File: src/hdl/rtla_consts.svh
// register offsets, reset values and field positions of the remote
// limit and alarm block; assumes an 8-bit register port from the bus side.
// Notes on behaviour
// - remote low limit: signed reading format, low bits 4:0 zero, resets 0.
// - critical limit is an 8-bit integer in degrees, resets to 85.
// - critical limit writable once, only after unlock bit 1 set.
// - critical stays active until remote below limit minus hysteresis (10).
// - filter field bits 2:1: 00 off, 01/10 minimal, 11 maximum.
// - comparator bit 0 set: alarm pin follows live alarm conditions.
// - status bits 6, 3 and 1 latch until read; clear on read only if condition gone.
// - status bit 7 shows conversion busy, never drives the alarm.
// - status bit 6 set when local above local high setpoint.
// - status bit 3 set when remote below remote low setpoint.
// - status bit 1 set when remote above critical limit.
// - mask bit 6 set stops local high alarm reaching the pin.
`ifndef RTLA_CONSTS_SVH
`define RTLA_CONSTS_SVH
`define RTLA_OFS_STATUS   8'h02
`define RTLA_OFS_LOW_HI   8'h08
`define RTLA_OFS_LOW_LO   8'h14
`define RTLA_OFS_CRIT     8'h19
`define RTLA_OFS_HYST     8'h21
`define RTLA_OFS_CFG      8'hBF
`define RTLA_RST_LOW_HI   8'h00
`define RTLA_RST_LOW_LO   3'h0
`define RTLA_RST_CRIT     8'h55
`define RTLA_RST_HYST     8'h0A
`define RTLA_RST_CFG      3'h0
`define RTLA_CFG_UNLOCK   1
`define RTLA_ST_BUSY      7
`define RTLA_ST_LOCAL_HI  6
`define RTLA_ST_REM_LOW   3
`define RTLA_ST_CRIT      1
`define RTLA_MASK_LOCAL   6
`endif

File: src/hdl/rtla_pkg.sv
// types for the remote limit and alarm block; no constants here.
package rtla_pkg;
  typedef logic signed [10:0] rtla_temp_t;
  typedef enum logic [1:0] {
    RTLA_FILT_OFF,
    RTLA_FILT_MIN,
    RTLA_FILT_MAX
  } rtla_filt_e;
endpackage

File: src/hdl/rtla_alarm.sv
// remote low/critical limits, filter and comparator config, alarm status.
// assumes reg_wr/reg_rd single-cycle strobes from the serial bus engine and
// readings in signed 11-bit (1/8 degree) form with conv_done pulses.
`timescale 1ns/10ps
`include "rtla_consts.svh"
module rtla_alarm
  import rtla_pkg::*;
(
  input  wire logic        clk_sys,        // 50 MHz system clock
  input  wire logic        srst,           // synchronous reset, high
  input  wire logic        reg_wr,         // register write strobe
  input  wire logic        reg_rd,         // register read strobe
  input  wire logic [7:0]  reg_addr,       // register offset
  input  wire logic [7:0]  reg_wdata,      // write data
  input  wire logic        cfg_unlock_in,  // config bit 1, held elsewhere
  input  wire logic        conv_busy,      // converter busy level
  input  wire logic        conv_done,      // reading ready pulse
  input  wire logic [10:0] remote_temp,    // signed remote reading
  input  wire logic [7:0]  local_temp,     // signed local, whole degrees
  input  wire logic [7:0]  local_high,     // signed local high setpoint
  input  wire logic [7:0]  alarm_mask,     // mask register from outside
  output logic      [7:0]  reg_rdata,      // read data, registered
  output logic      [1:0]  filter_sel,     // filter level 0..2
  output logic             cmp_mode,       // comparator mode bit
  output logic             alert_n_out,    // shared pin, low = alarm
  output logic             alert_n_oe      // pin output enable
);

  logic [7:0] low_hi_reg, low_hi_next;
  logic [2:0] low_lo_reg, low_lo_next;
  logic [7:0] crit_reg, crit_next, hyst_reg, hyst_next;
  logic [2:0] cfg_reg, cfg_next;
  logic       crit_used_reg, crit_used_next;
  logic [7:0] stat_reg, stat_next, rdata_next;
  logic       crit_act_reg, crit_act_next;
  logic       loc_c_reg, low_c_reg;
  logic       alert_reg, alert_next;
  logic       busy_s1_reg, busy_s2_reg;
  wire  wr_low_hi = reg_wr && reg_addr == `RTLA_OFS_LOW_HI;
  wire  wr_low_lo = reg_wr && reg_addr == `RTLA_OFS_LOW_LO;
  wire  wr_crit   = reg_wr && reg_addr == `RTLA_OFS_CRIT;
  wire  wr_hyst   = reg_wr && reg_addr == `RTLA_OFS_HYST;
  wire  wr_cfg    = reg_wr && reg_addr == `RTLA_OFS_CFG;
  wire  rd_stat   = reg_rd && reg_addr == `RTLA_OFS_STATUS;
  wire  rtla_temp_t low_lim = {low_hi_reg, low_lo_reg};
  wire  signed [10:0] rem = remote_temp;
  wire  signed [8:0]  crit_s = {1'b0, crit_reg};
  wire  signed [9:0]  rel_s = $signed({2'b00, crit_reg}) -
                              $signed({2'b00, hyst_reg});
  wire  signed [11:0] crit_x8 = {crit_s, 3'b000};
  wire  signed [12:0] rel_x8 = {rel_s, 3'b000};
  wire  rem_above = rem > crit_x8;
  wire  rem_below_rel = rem < rel_x8;
  wire  crit_cond = rem_above || (crit_act_reg && !rem_below_rel);
  wire  low_cond = rem < low_lim;
  wire  loc_cond = $signed(local_temp) > $signed(local_high);
  // live conditions are only refreshed on conv_done, so reads see the last
  // completed conversion rather than a half-updated comparison
  wire  loc_now = conv_done ? loc_cond : loc_c_reg;
  wire  low_now = conv_done ? low_cond : low_c_reg;
  wire  crit_now = conv_done ? crit_cond : crit_act_reg;
  wire  crit_ok = wr_crit && cfg_unlock_in && !crit_used_reg;
  wire  loc_en = !alarm_mask[`RTLA_MASK_LOCAL];
  wire  [7:0] alarm_bits = stat_next & 8'h4A;
  wire  [7:0] live_bits = {1'b0, loc_now & loc_en, 2'b00, low_now,
                           1'b0, crit_now, 1'b0};
  wire  any_live = |live_bits;
  wire  any_latched = |(alarm_bits & {1'b1, loc_en, 6'h3F});
  // 01 and 10 both select minimal filtering
  wire  [1:0] filt_next = (cfg_next[2:1] == 2'b11) ? 2'(RTLA_FILT_MAX) :
                          (cfg_next[2:1] == 2'b00) ? 2'(RTLA_FILT_OFF) :
                          2'(RTLA_FILT_MIN);
  always_comb begin
    low_hi_next = wr_low_hi ? reg_wdata : low_hi_reg;
    low_lo_next = wr_low_lo ? reg_wdata[7:5] : low_lo_reg;
    crit_next = crit_ok ? reg_wdata : crit_reg;
    crit_used_next = crit_used_reg | crit_ok;
    hyst_next = wr_hyst ? reg_wdata : hyst_reg;
    // bits 7:3 are dropped; host is expected to write them as zero
    cfg_next = wr_cfg ? reg_wdata[2:0] : cfg_reg;
    crit_act_next = crit_now;
    stat_next = stat_reg;
    if (rd_stat) begin
      // clear only bits whose condition has gone; set wins
      stat_next = {1'b0, loc_now, 2'b00, low_now, 1'b0, crit_now, 1'b0};
    end
    if (conv_done) begin
      stat_next[`RTLA_ST_LOCAL_HI] = stat_next[6] | loc_cond;
      stat_next[`RTLA_ST_REM_LOW] = stat_next[3] | low_cond;
      stat_next[`RTLA_ST_CRIT] = stat_next[1] | crit_cond;
    end
    stat_next[`RTLA_ST_BUSY] = busy_s2_reg;
    alert_next = cfg_reg[0] ? any_live : any_latched;
    rdata_next = 8'h00;
    case (reg_addr)
      `RTLA_OFS_STATUS: rdata_next = stat_reg;
      `RTLA_OFS_LOW_HI: rdata_next = low_hi_reg;
      `RTLA_OFS_LOW_LO: rdata_next = {low_lo_reg, 5'h00};
      `RTLA_OFS_CRIT:   rdata_next = crit_reg;
      `RTLA_OFS_HYST:   rdata_next = hyst_reg;
      `RTLA_OFS_CFG:    rdata_next = {5'h00, cfg_reg};
      default:          rdata_next = 8'h00;
    endcase
  end
  // the one-shot critical write is re-armed only by srst, which stands for
  // power-up here; a warm reset from elsewhere would re-open it
  always_ff @(posedge clk_sys) begin
    if (srst) begin
      low_hi_reg    <= `RTLA_RST_LOW_HI;
      low_lo_reg    <= `RTLA_RST_LOW_LO;
      crit_reg      <= `RTLA_RST_CRIT;
      hyst_reg      <= `RTLA_RST_HYST;
      cfg_reg       <= `RTLA_RST_CFG;
      crit_used_reg <= 1'b0;
    end else begin
      low_hi_reg    <= low_hi_next;
      low_lo_reg    <= low_lo_next;
      crit_reg      <= crit_next;
      hyst_reg      <= hyst_next;
      cfg_reg       <= cfg_next;
      crit_used_reg <= crit_used_next;
    end
  end

  always_ff @(posedge clk_sys) begin
    if (srst) begin
      stat_reg     <= 8'h00;
      crit_act_reg <= 1'b0;
      loc_c_reg    <= 1'b0;
      low_c_reg    <= 1'b0;
    end else begin
      stat_reg     <= stat_next;
      crit_act_reg <= crit_act_next;
      loc_c_reg    <= loc_now;
      low_c_reg    <= low_now;
    end
  end

  // conv_busy follows the converter's own timing, so it passes two flops;
  // the busy bit lags the converter by three cycles as a result
  always_ff @(posedge clk_sys) begin
    if (srst) begin
      busy_s1_reg <= 1'b0;
      busy_s2_reg <= 1'b0;
      alert_reg   <= 1'b0;
    end else begin
      busy_s1_reg <= conv_busy;
      busy_s2_reg <= busy_s1_reg;
      alert_reg   <= alert_next;
    end
  end

  always_ff @(posedge clk_sys) begin
    if (srst) begin
      reg_rdata  <= 8'h00;
      filter_sel <= 2'h0;
      cmp_mode   <= 1'b0;
    end else begin
      if (reg_rd) begin
        reg_rdata <= rdata_next;
      end
      filter_sel <= filt_next;
      cmp_mode   <= cfg_next[0];
    end
  end

  assign alert_n_out = 1'b0;
  assign alert_n_oe = alert_reg;
endmodule

File: config.mk
export PLATFORM = sky130hd
export DESIGN_NAME = rtla_alarm
export DESIGN_NICKNAME = d
export VERILOG_FILES = /design/src/hdl/rtla_pkg.sv /design/src/hdl/rtla_alarm.sv
export VERILOG_INCLUDE_DIRS = /design/src /design/src/hdl
export SDC_FILE = /design/constraint.sdc
export NUM_CORES = 1
export LEC_CHECK = 0
export BUFFER_PORTS_ARGS = -buffer_cell sky130_fd_sc_hd__buf_2
export CAP_MARGIN = 40
export CORE_MARGIN = 4
export CORE_UTILIZATION = 31
export DETAILED_ROUTE_END_ITERATION = 8
export PLACE_DENSITY = 0.55
export SLEW_MARGIN = 0
export SYNTH_ARGS = -nofsm -noshare
export SYNTH_HDL_FRONTEND = slang
export SYNTH_SLANG_ARGS = --single-unit
export TNS_END_PERCENT = 1
File: constraint.sdc
create_clock -name clk_sys -period 3.4 [get_ports clk_sys]
set_clock_uncertainty 0.15 [all_clocks]
set_input_delay 0 -clock clk_sys [delete_from_list [all_inputs] [get_ports clk_sys]]
set_output_delay 0 -clock clk_sys [all_outputs]
set_load 0.01 [all_outputs]
==> results.txt, run 1 <==
The run finished, with violations left. The final reports fail on negative hold slack. After clock tree synthesis, the clock-pin slew on the worst setup and hold paths is 100 ps.

Counting along the longest clock path gives a buffer depth of 2. The final cell count without fillers came out at 619. Among all flip-flop cells after synthesis, the most frequent one is dfxtp_1. Sorting the synthesized cells by how often they occur yields 51 x dfxtp_1, 46 x a21oi_1, 41 x ha_1, 41 x inv_1, 38 x nand2_1. The net count after synthesis is 501.

The number of distinct standard cells referenced by the synthesized netlist is 55. From bottom edge to top edge, the die measures 111 um. The total clock sinks came out at 51. The number of enable flip-flop cells after synthesis came out at 0. The tree is rooted in a clkbuf_8. The type of element launching the critical path is a register. The clock latency at the later pin of the worst-skew pair is 310 ps. The count of pins over their slew limit is 0. Synthesis inferred 51 register bits. The routed design has 9450 um of wire.

The HPWL after detailed placement is 7440 um. The max-cap check violation count came out at 0. For this run, the top clock speed supported by timing is 310 MHz. For the worst setup path, the data required time is 3450 ps. The via count came out at 3180. After synthesis, the cell types taking the most area are dfxtp_1 31%, ha_1 16%, a21oi_1 7.0%, inv_1 4.7%, nand2_1 4.4%. The number of placed instances, taps included came out at 595. The number of core rows is 37.

The max-slew headroom at the worst pin is 0.623. The final antenna diode count is 0. Global routing finished with a remaining overflow of 0. For this run, the total global-route usage over all layers was measured as 0.153. The number of buffers and inverters on the critical path is 1. The number of setup violations in the final report is 0. The TritonCTS buffer count is 5. For this configuration, the core starts out at a cell density of 0.318.

The number of warnings issued by yosys is 0. The arrival time of the worst setup path came out at 3270 ps. The count of unresolved DRC violations after routing is 0.

The die is 111 um wide. Adding up every negative setup slack in the final design gives 0 ps. The number of search-and-repair iterations in the first detailed-routing pass is 5. The sequential fraction of the synthesis area came out at 0.313. The timing startpoint of the critical path is crit_reg[0]. The final critical path time including I/O delays and setup is 3220 ps. The number of global-route vias before repair came out at 3178. The final core area utilization came out at 0.399. The number of levels the H-tree was split into is 2. The fill cell instance count of the final layout came out at 1111.

The weighted congestion at the end of routability-driven global placement is 0.850. The share of final-layout standard cells stronger than drive strength 1 came out at 0.209. The stage delay of the slowest cell on the critical path came out at 360 ps. The gate count after technology mapping is 401.

The net count of the finished layout is 582. The I/O pin total is 71. TritonCTS built the clock tree. VDD sags by at most 0.205 mV. The antenna violation net count after detailed routing is 0. The overall die area is 12200 sq um. The synthesized netlist occupies a cell area of 3270 sq um.

The number of violations reported at the end of detailed-routing iteration 0 came out at 194. The highest fanout seen on the critical path is 3. The post-detailed-route via-to-cell ratio came out at 5.14. During placement, the flow inserted port buffers numbering 62. The first global-routing pass estimated 15700 um of wire.

The cell area after placement is 3780 sq um. The leakage power is 1.69 nW. The core outline area is 10300 sq um. The setup slack of the most critical reg-to-reg path is 180 ps. Walking the worst path, the cells encountered are inv_1 > ha_2 > fa_2 > nor2b_1 > o21ai_2 > a21oi_2 > o21ai_1 > nand2b_1 > a21o_1 > a21o_1 > ha_4 > and4_1 > a22oi_1 > a31oi_1 > a21oi_1 > nor4b_2 > a211oi_1. The worst hold slack across all endpoints came out at -3.20 ps. The synthesized area per cell came out at 8.15 sq um. The number of hold violations in the final report is 2.

The cell family contributing the most delay on the critical path is compound AO/OA/AOI/OAI gates. The worst setup path category is reg -> reg. The number of antenna violations at the first check in global routing is 0. The pin count of the biggest net entering global routing is 37. The tightest min-delay check is of the in -> reg type. Of the post-synthesis cell area, the dominant cell type holds 0.313. The slew at the pin closest to its max-slew limit came out at 559 ps. The relative area change from synthesis to final layout came out at 25.5%. The largest total area in the synthesized netlist belongs to dfxtp_1. The critical path runs through a total of 17 cells. The cell depth of the worst flop-to-flop path is 17. The endpoint identified for the worst register-to-register timing path is alert_n_oe. In this run the critical register-to-register path is launched from crit_reg[0]. The slowest stage of the critical path belongs to the cell fa_2.

The area of all placed cells without fillers came out at 4100 sq um. The share of flip-flops with an asynchronous set or reset is 0. For this design the ratio of total power to cell area is 304 nW/um^2.

The cell type with the highest occurrence count on the critical path is a21o_1. The type of destination of the critical path is a register. The detailed-route wire length per cell came out at 15.3 um. The most common cell in the synthesized netlist is dfxtp_1. The share of the clock period used by the worst path after layout is 0.948.

The capture point of the critical path is alert_n_oe.
worst min-delay path: cells and delay by family:
family	cells	cell delay (ps)
simple gates	1	70
compound gates	1	90
buf+inv	2	270
layout make-up:
type                    instances  area, sq um  share of cell area
clock buffers                   6         82.6              0.0201
clock inverters                 2         38.8             0.00946
inverters                      42          158              0.0385
multi-input cells             294         2070               0.505
flip-flops and latches         51         1020               0.250
well taps                     136          170              0.0415
repair buffers                 88          557               0.136
report_power, final:
part / total (mW) / switching (mW) / internal [mW]
clock network: 0.461 / 0.218 / 0.243
registers: 0.610 / 0.00477 / 0.606
logic: 0.174 / 0.0924 / 0.0814
timing repair:
item                       4_1_cts  5_1_grt
hold buffers                    15        0
buffers inserted                 0        1
resized for setup                0       13
hold endpoints to repair        41        0
setup endpoints to repair        0        3
stage by stage:
step	worst slack (ps)	hold slack (ps)	power (mW)
2_1_floorplan	312	-32.2	0.711
3_3_place_gp	60.8	55.7	0.779
3_5_place_dp	53.1	65.3	0.786
4_1_cts	16.2	2.34	1.25
5_1_grt	-25.5	32.1	1.30
6_report	176	-3.20	1.25
cells by family after synthesis:
logic type | after synthesis | share of synthesized area
simple gates | 139 | 0.222
compound gates | 99 | 0.196
buf+inv | 56 | 0.0663
flops | 51 | 0.313
fa+ha+maj | 42 | 0.163
mux | 7 | 0.0230
xor+xnor | 6 | 0.0161
other cells | 1 | 0.00115
layer usage:
metal / routed length [um] / global-route usage
met1: 4540 / 0.212
met2: 4520 / 0.255
met3: 266 / 0.0164
met4: 121 / 0.0402
met5: 0 / 0
worst min-delay path by stage:
| stage | endpoint | slack, ps | cells after the start | start |
|---|---|---|---|---|
| finish | reg_rdata[4] | -3 | 4 | reg_rd |
| global route | reg_rdata[0] | 30 | 5 | reg_rd |
| CTS | reg_rdata[2] | 2 | 5 | reg_rd |
| detailed placement | busy_s1_reg | 70 | 2 | conv_busy |
| global placement | busy_s1_reg | 60 | 2 | conv_busy |
| floorplan | crit_reg[0] | -30 | 1 | reg_wdata[0] |
cell usage in the layout (no fill, tap or decap), types with 7 or more instances in the layout:
cell type,netlist,layout
a21oi_1,46,45
nand3_1,22,22
buf_4,1,8
nand2_1,38,38
buf_2,2,63
a211o_1,7,7
dlygate4sd3_1,0,15
dfxtp_1,51,49
nor2b_1,8,8
nor2_1,30,29
ha_1,41,38
inv_1,41,41
(Power assumes the default switching activity.)
==> run 2: changes to the inputs <==
- REMOVE_ABC_BUFFERS: unset -> 1
- clock period: 3.4 -> 3.7 ns (I/O delays scaled with it)
==> run 2 against run 1 <==
The run now ends clean. Sequential share of layout area rose by 0.12 points. Cell area decreased by 0.70%. Combinational power down 9%. Worst hold slack better by 6.0 ps. Sequential power decreased by 8.0%. Cell count fell by 0.16%. Highest routed layer unchanged.
==> results.txt, run 2 (same netlist as run 1, synthesis figures left out) <==
The post-layout worst setup margin is 277 ps. Once layout is done, the placed cells without fillers occupy 4070 sq um. The core region is 10300 sq um. The run finished with clean final reports. The wire length of the first global-routing pass came out at 15800 um. The number of hold violations in the final report was 0.

The relative area change from synthesis to final layout is 24.6%. The initial utilization of the core area, before any placement, comes to 0.318. The TritonCTS clock tree is done. The post-place setup slack is 230 ps. Setup total negative slack on the finished layout was measured at 0 ps.

STA classifies the critical path endpoint as a register. After detailed routing, the average wire length per cell comes to 15.3 um. The global route total overflow came out at 0. In this run, placement finished with an instance count of 593. The clock passes through at most 2 buffers. The detailed-routed wire length on met3 is 427 um. The final layout contains 581 nets. For this run, the top clock speed supported by timing is 292 MHz. The TritonCTS buffer count is 5. Setup violations remaining at the end of the flow were counted as 0. The power consumption is 1.13 mW. In this run the worst hold path is classified as in -> reg. The number of global-route vias before repair is 3136.

The count of nets left with antenna violations once routing finished came out at 0. After the first detailed-routing iteration, the DRC count stood at 105. Among all stages on the critical path, the largest delay is contributed by dfxtp_1.

Dividing the detail-routed via count by the number of cells gives 5.08. The fill cell instance count of the final layout came out at 1077. The required time at the worst-slack endpoint came out at 3790 ps. The maximum vdd ir drop came out at 0.157 mV. The count of input and output buffers is 62.

The count of pins over their slew limit came out at 0. The worst path buffer plus inverter count is 1. The sum of met2 wire segment lengths after detailed routing came out at 4490 um.

Wires add up to 9460 um. The pin count of the biggest net entering global routing is 39. The cell area after placement is 3760 sq um. The overall die area is 12200 sq um. In the final layout, the share of cells above drive strength 1 is 0.195. The max-slew headroom at the worst pin came out at 0.562. The share of the clock period used by the worst path after layout came out at 0.925. The number of antenna violations at the first check in global routing is 0.

The worst hold slack across all endpoints is 2.79 ps. STA classifies the critical path startpoint as a register. The width of the die came out at 111 um. Walking the worst path, the cells encountered are inv_1 > ha_1 > nor2b_1 > o21ai_1 > a21oi_1 > o21a_1 > nor2_1 > o21ai_0 > xnor2_1 > ha_1 > and4_1 > o2111ai_1 > a31oi_2 > a21oi_2 > nor4b_2 > a211oi_1. The cell family contributing the most delay on the critical path is compound AO/OA/AOI/OAI gates.

The final critical path time including I/O delays and setup came out at 3420 ps. In this run the post-CTS setup repair buffer count came out at 0. Across all layers, the routed design uses 3139 vias. The I/O pin total came out at 71. The slew at the pin closest to its max-slew limit is 652 ps. Across every metal layer, demand over resource in global routing totals 0.156.

The stage delay of the slowest cell on the critical path is 430 ps. The number of levels the H-tree was split into is 2. The highest routed metal layer is met4. The clock latency at the later pin of the worst-skew pair came out at 320 ps. The max-cap check violation count is 0. Leaving out fill and tap cells, the most frequent cell in the layout is buf_2. Power spread over the standard cell area amounts to 279 nW/um^2. The leakage power came out at 1.69 nW. The count of unresolved DRC violations after routing came out at 0. Setup repair after global routing left no endpoint under its margin.

The floorplan die height came out at 111 um. The number of search-and-repair iterations in the first detailed-routing pass is 4. The cell sitting at the root of the clock tree is a clkbuf_8. The final cell count without fillers is 618. The final antenna diode count is 0.

The detailed router put a total of 4460 um of wire on met1. The final core area utilization is 0.396. The arrival time of the worst setup path came out at 3510 ps. The weighted congestion at the end of routability-driven global placement came out at 0.916.

The worst setup path is of the reg -> reg kind. The highest fanout seen on the critical path came out at 4. The total clock sinks is 51. The estimated wirelength of the detail-placed design is 7330 um. After clock tree synthesis, the clock-pin slew on the worst setup and hold paths is 100 ps. The top cell types in the final layout, fill and taps aside, are 62 x buf_2, 51 x dfxtp_1, 45 x a21oi_1, 41 x inv_1, 41 x ha_1. In this run the core area contains 37 standard-cell rows.

Among the stages of the critical path, the cell type that occurs most often is ha_1.
## run 2: changes by cell type in the layout (fill, tap and decap cells not counted), moves of 2 or more
cell	change
buf_4	-2
dfxtp_1	+2
dfxtp_2	-2
dlygate4sd3_1	+2
ha_1	+3
ha_4	-2
o21ai_0	+2
o21ai_1	-2
## run 2: layer usage
layer,vias up,GRT usage
li1,1589,-
met1,1465,0.211
met2,78,0.259
met3,7,0.0207
met4,0,0.0419
met5,-,0
## run 2: power by group
part           switching (mW)  internal (mW)  leakage, nW
registers             0.00417          0.557        0.413
clock network           0.209          0.205       0.0587
logic                  0.0848         0.0744         1.22
total                   0.298          0.836         1.69
## run 2: worst reg2reg max path: stages, from the launching register on
cell	delay, ps
dfxtp_1	430
inv_1	70
ha_1	270
nor2b_1	130
o21ai_1	210
a21oi_1	120
o21a_1	170
nor2_1	130
o21ai_0	130
xnor2_1	150
ha_1	300
and4_1	240
o2111ai_1	140
a31oi_2	270
a21oi_2	80
nor4b_2	160
a211oi_1	200
## run 2: path summary, 6_finish.rpt
path	slack, ps	startpoint	endpoint	depth (start not counted)
worst max register to register	280	hyst_reg[1]	alert_n_oe	16
worst min-delay path	3	reg_rd	reg_rdata[7]	5
worst min register to register	300	busy_s1_reg	busy_s2_reg	1
worst max-delay path	280	hyst_reg[1]	alert_n_oe	16
## run 2: repair_timing
item,CTS,global route
hold buffers,17,0
endpoints found under the hold margin,36,0
setup endpoints to repair,0,1
gates resized for setup,0,7
## run 2: layout make-up
type                            instances  area, sq um  share of cell area
Inverter                               42          158              0.0387
Sequential cell                        51         1020               0.251
Tap cell                              136          170              0.0418
Clock inverter                          3         47.5              0.0117
Timing Repair Buffer                   87          557               0.137
Multi-Input combinational cell        294         2050               0.503
Clock buffer                            5         68.8              0.0169
==> run 3: changes to the inputs <==
- CELL_PAD_IN_SITES_DETAIL_PLACEMENT: unset -> 1
- CELL_PAD_IN_SITES_GLOBAL_PLACEMENT: unset -> 1
- PLACE_DENSITY: 0.55 -> 0.7
==> run 3 against run 2 <==
Via count up 3.2%. Cell count unchanged. Combinational power up 3%. Largest power group unchanged. Highest routed layer unchanged.
==> results.txt, run 3 (same netlist as run 1, synthesis figures left out) <==
The run finished with clean final reports. The final-layout setup total negative slack is 0 ps. The final antenna diode count came out at 0. The type of destination of the critical path is a register. The detailed-route wire length per cell came out at 16.8 um.

The max-cap check violation count came out at 0. The fraction of power consumed by sequential logic is 0.530. In this run, CTS created clock tree buffers numbering 5. The core outline area came out at 10300 sq um. The pin count of the biggest net entering global routing is 42. The root buffer cell is clkbuf_8. The via count came out at 3238.

The share of final-layout standard cells stronger than drive strength 1 is 0.197. Data on the critical path is required at its endpoint by 3780 ps. The number of global-route vias before repair came out at 3523.

Compared with the post-synthesis result, the final layout area differs by 23.6%. Summing all non-filler instances in the final layout gives an area of 4040 sq um. The count of pins over their slew limit came out at 0.

The number of violations reported at the end of detailed-routing iteration 0 is 156. The critical path in this run is classified as reg -> reg. The floorplan die height is 111 um.

The worst setup path is launched from a register. The post-detailed-route via-to-cell ratio is 5.24. The estimated wirelength of the detail-placed design came out at 8190 um. At the end of routability-driven placement, the weighted congestion stood at 0.831. The H-tree generated during clock tree synthesis spans 2 levels. The share of the clock period used by the worst path after layout came out at 0.913.

In this run the worst hold path is classified as in -> reg. The number of search-and-repair iterations in the first detailed-routing pass came out at 4. The startpoint identified for the worst register-to-register timing path is hyst_reg[1]. In this run the remaining antenna-violating nets after routing total 0. The number of hold violations in the final report came out at 0. The count of unresolved DRC violations after routing is 0.

The smallest clock period supported by the final layout is computed as 3380 ps. The initial cell density of the core came out at 0.318. The clock network power share is 0.315. The TritonCTS clock tree is done.

The library cell used most frequently in the layout, excluding fill and tap cells, is buf_2. The count of buffers added on input and output ports is 62. The global-route total usage across every layer is 0.169. After clock tree synthesis, the clock-pin slew on the worst setup and hold paths is 100 ps.

The first global-routing pass estimated 17300 um of wire. The library cells used most frequently in the layout, excluding fill and tap cells, are 62 x buf_2, 50 x dfxtp_1, 45 x a21oi_1, 41 x inv_1, 41 x ha_1. The die is 111 um wide. The number of nets in the layout came out at 581. The overall die area came out at 12200 sq um.

The I/O pin total came out at 71. The switching power total came out at 0.292 mW. At the pin with the least slew margin, the transition time is 713 ps. The fraction of power spent switching nets came out at 0.276. Setup repair after global routing left no endpoint under its margin.

The later pin in the worst-skew pair is clocked with a latency of 310 ps. The worst hold slack across all endpoints is 13.6 ps. The number of setup buffers added after CTS came out at 0. Tracing the worst setup path back leads to its startpoint at hyst_reg[1].

The routed design has 10400 um of wire. The setup slack of the most critical reg-to-reg path came out at 320 ps. The clock net in this run drives a total of 51 sinks.

The maximum clock path buffer count is 2. The max-slew headroom at the worst pin is 0.521. In this run the core area contains 37 standard-cell rows.

The total overflow left after global routing is 0. The number of setup violations in the final report came out at 0. The number of antenna violations at the first check in global routing is 0. The maximum vdd ir drop is 0.189 mV. The fill cell instance count of the final layout came out at 1312. The maximum clock frequency is 296 MHz.

The startpoint identified for the worst hold timing path is reg_rd. The leakage power is 1.68 nW. The cell area after placement came out at 3760 sq um.

The design internal power is 0.765 mW. The part of the power in combinational logic is 0.155. Data arrives at the worst endpoint at 3460 ps. The highest fanout seen on the critical path came out at 4.

The ratio of total power to cell area came out at 262 nW/um^2.
run 3: power groups by stage:
stage	Clock, mW	Sequential (mW)	Combinational, mW
6_report	0.333	0.561	0.164
5_1_grt	0.368	0.562	0.184
4_1_cts	0.343	0.561	0.164
3_5_place_dp	0	0.574	0.151
3_3_place_gp	0	0.574	0.141
2_1_floorplan	0	0.572	0.0697
run 3: worst max-delay path: stages (launching register included):
cell	delay, ps
dfxtp_1	420
inv_1	70
ha_1	270
nor2b_1	140
o21ai_2	160
a21oi_1	110
o21a_1	170
nor2_1	140
o21ai_0	130
xnor2_1	140
ha_1	290
and4_1	230
o2111ai_1	140
a31oi_1	250
a21oi_1	110
nor4b_2	170
a211oi_1	210
run 3: final cells by class:
class	count	area (sq um)	area share
Multi-Input combinational cell	294	2050	0.507
Sequential cell	51	1020	0.253
Timing Repair Buffer	87	556	0.138
Tap cell	136	170	0.0421
Inverter	42	158	0.0390
Clock buffer	5	68.8	0.0170
Clock inverter	3	18.8	0.00465
run 3: per-stage QoR:
| stage | util | std cells | setup WS, ps | total power [mW] |
|---|---|---|---|---|
| CTS | 0.391 | 618 | 121 | 1.07 |
| floorplan | - | 387 | 621 | 0.642 |
| detailed placement | 0.366 | 593 | 146 | 0.724 |
| finish | 0.393 | 618 | 321 | 1.06 |
| global route | 0.393 | 618 | 8.50 | 1.11 |
| global placement | 0.363 | 590 | 242 | 0.715 |
run 3: repair_timing:
item,CTS,global route
setup endpoints to repair,0,1
gates resized for setup,0,9
endpoints found under the hold margin,37,0
hold buffers,17,0
run 3: path summary, 6_finish.rpt:
check | to | cells after the start
setup / recovery | alert_n_oe | 16
setup reg to reg | alert_n_oe | 16
hold / removal | reg_rdata[7] | 5
hold reg to reg | busy_s2_reg | 1
run 3: metal layers:
layer,routed length (um),vias up,track usage
met5,0,-,0
met4,85,0,0.0312
met3,278,8,0.0246
met2,5060,47,0.296
met1,4960,1591,0.223
li1,-,1592,-
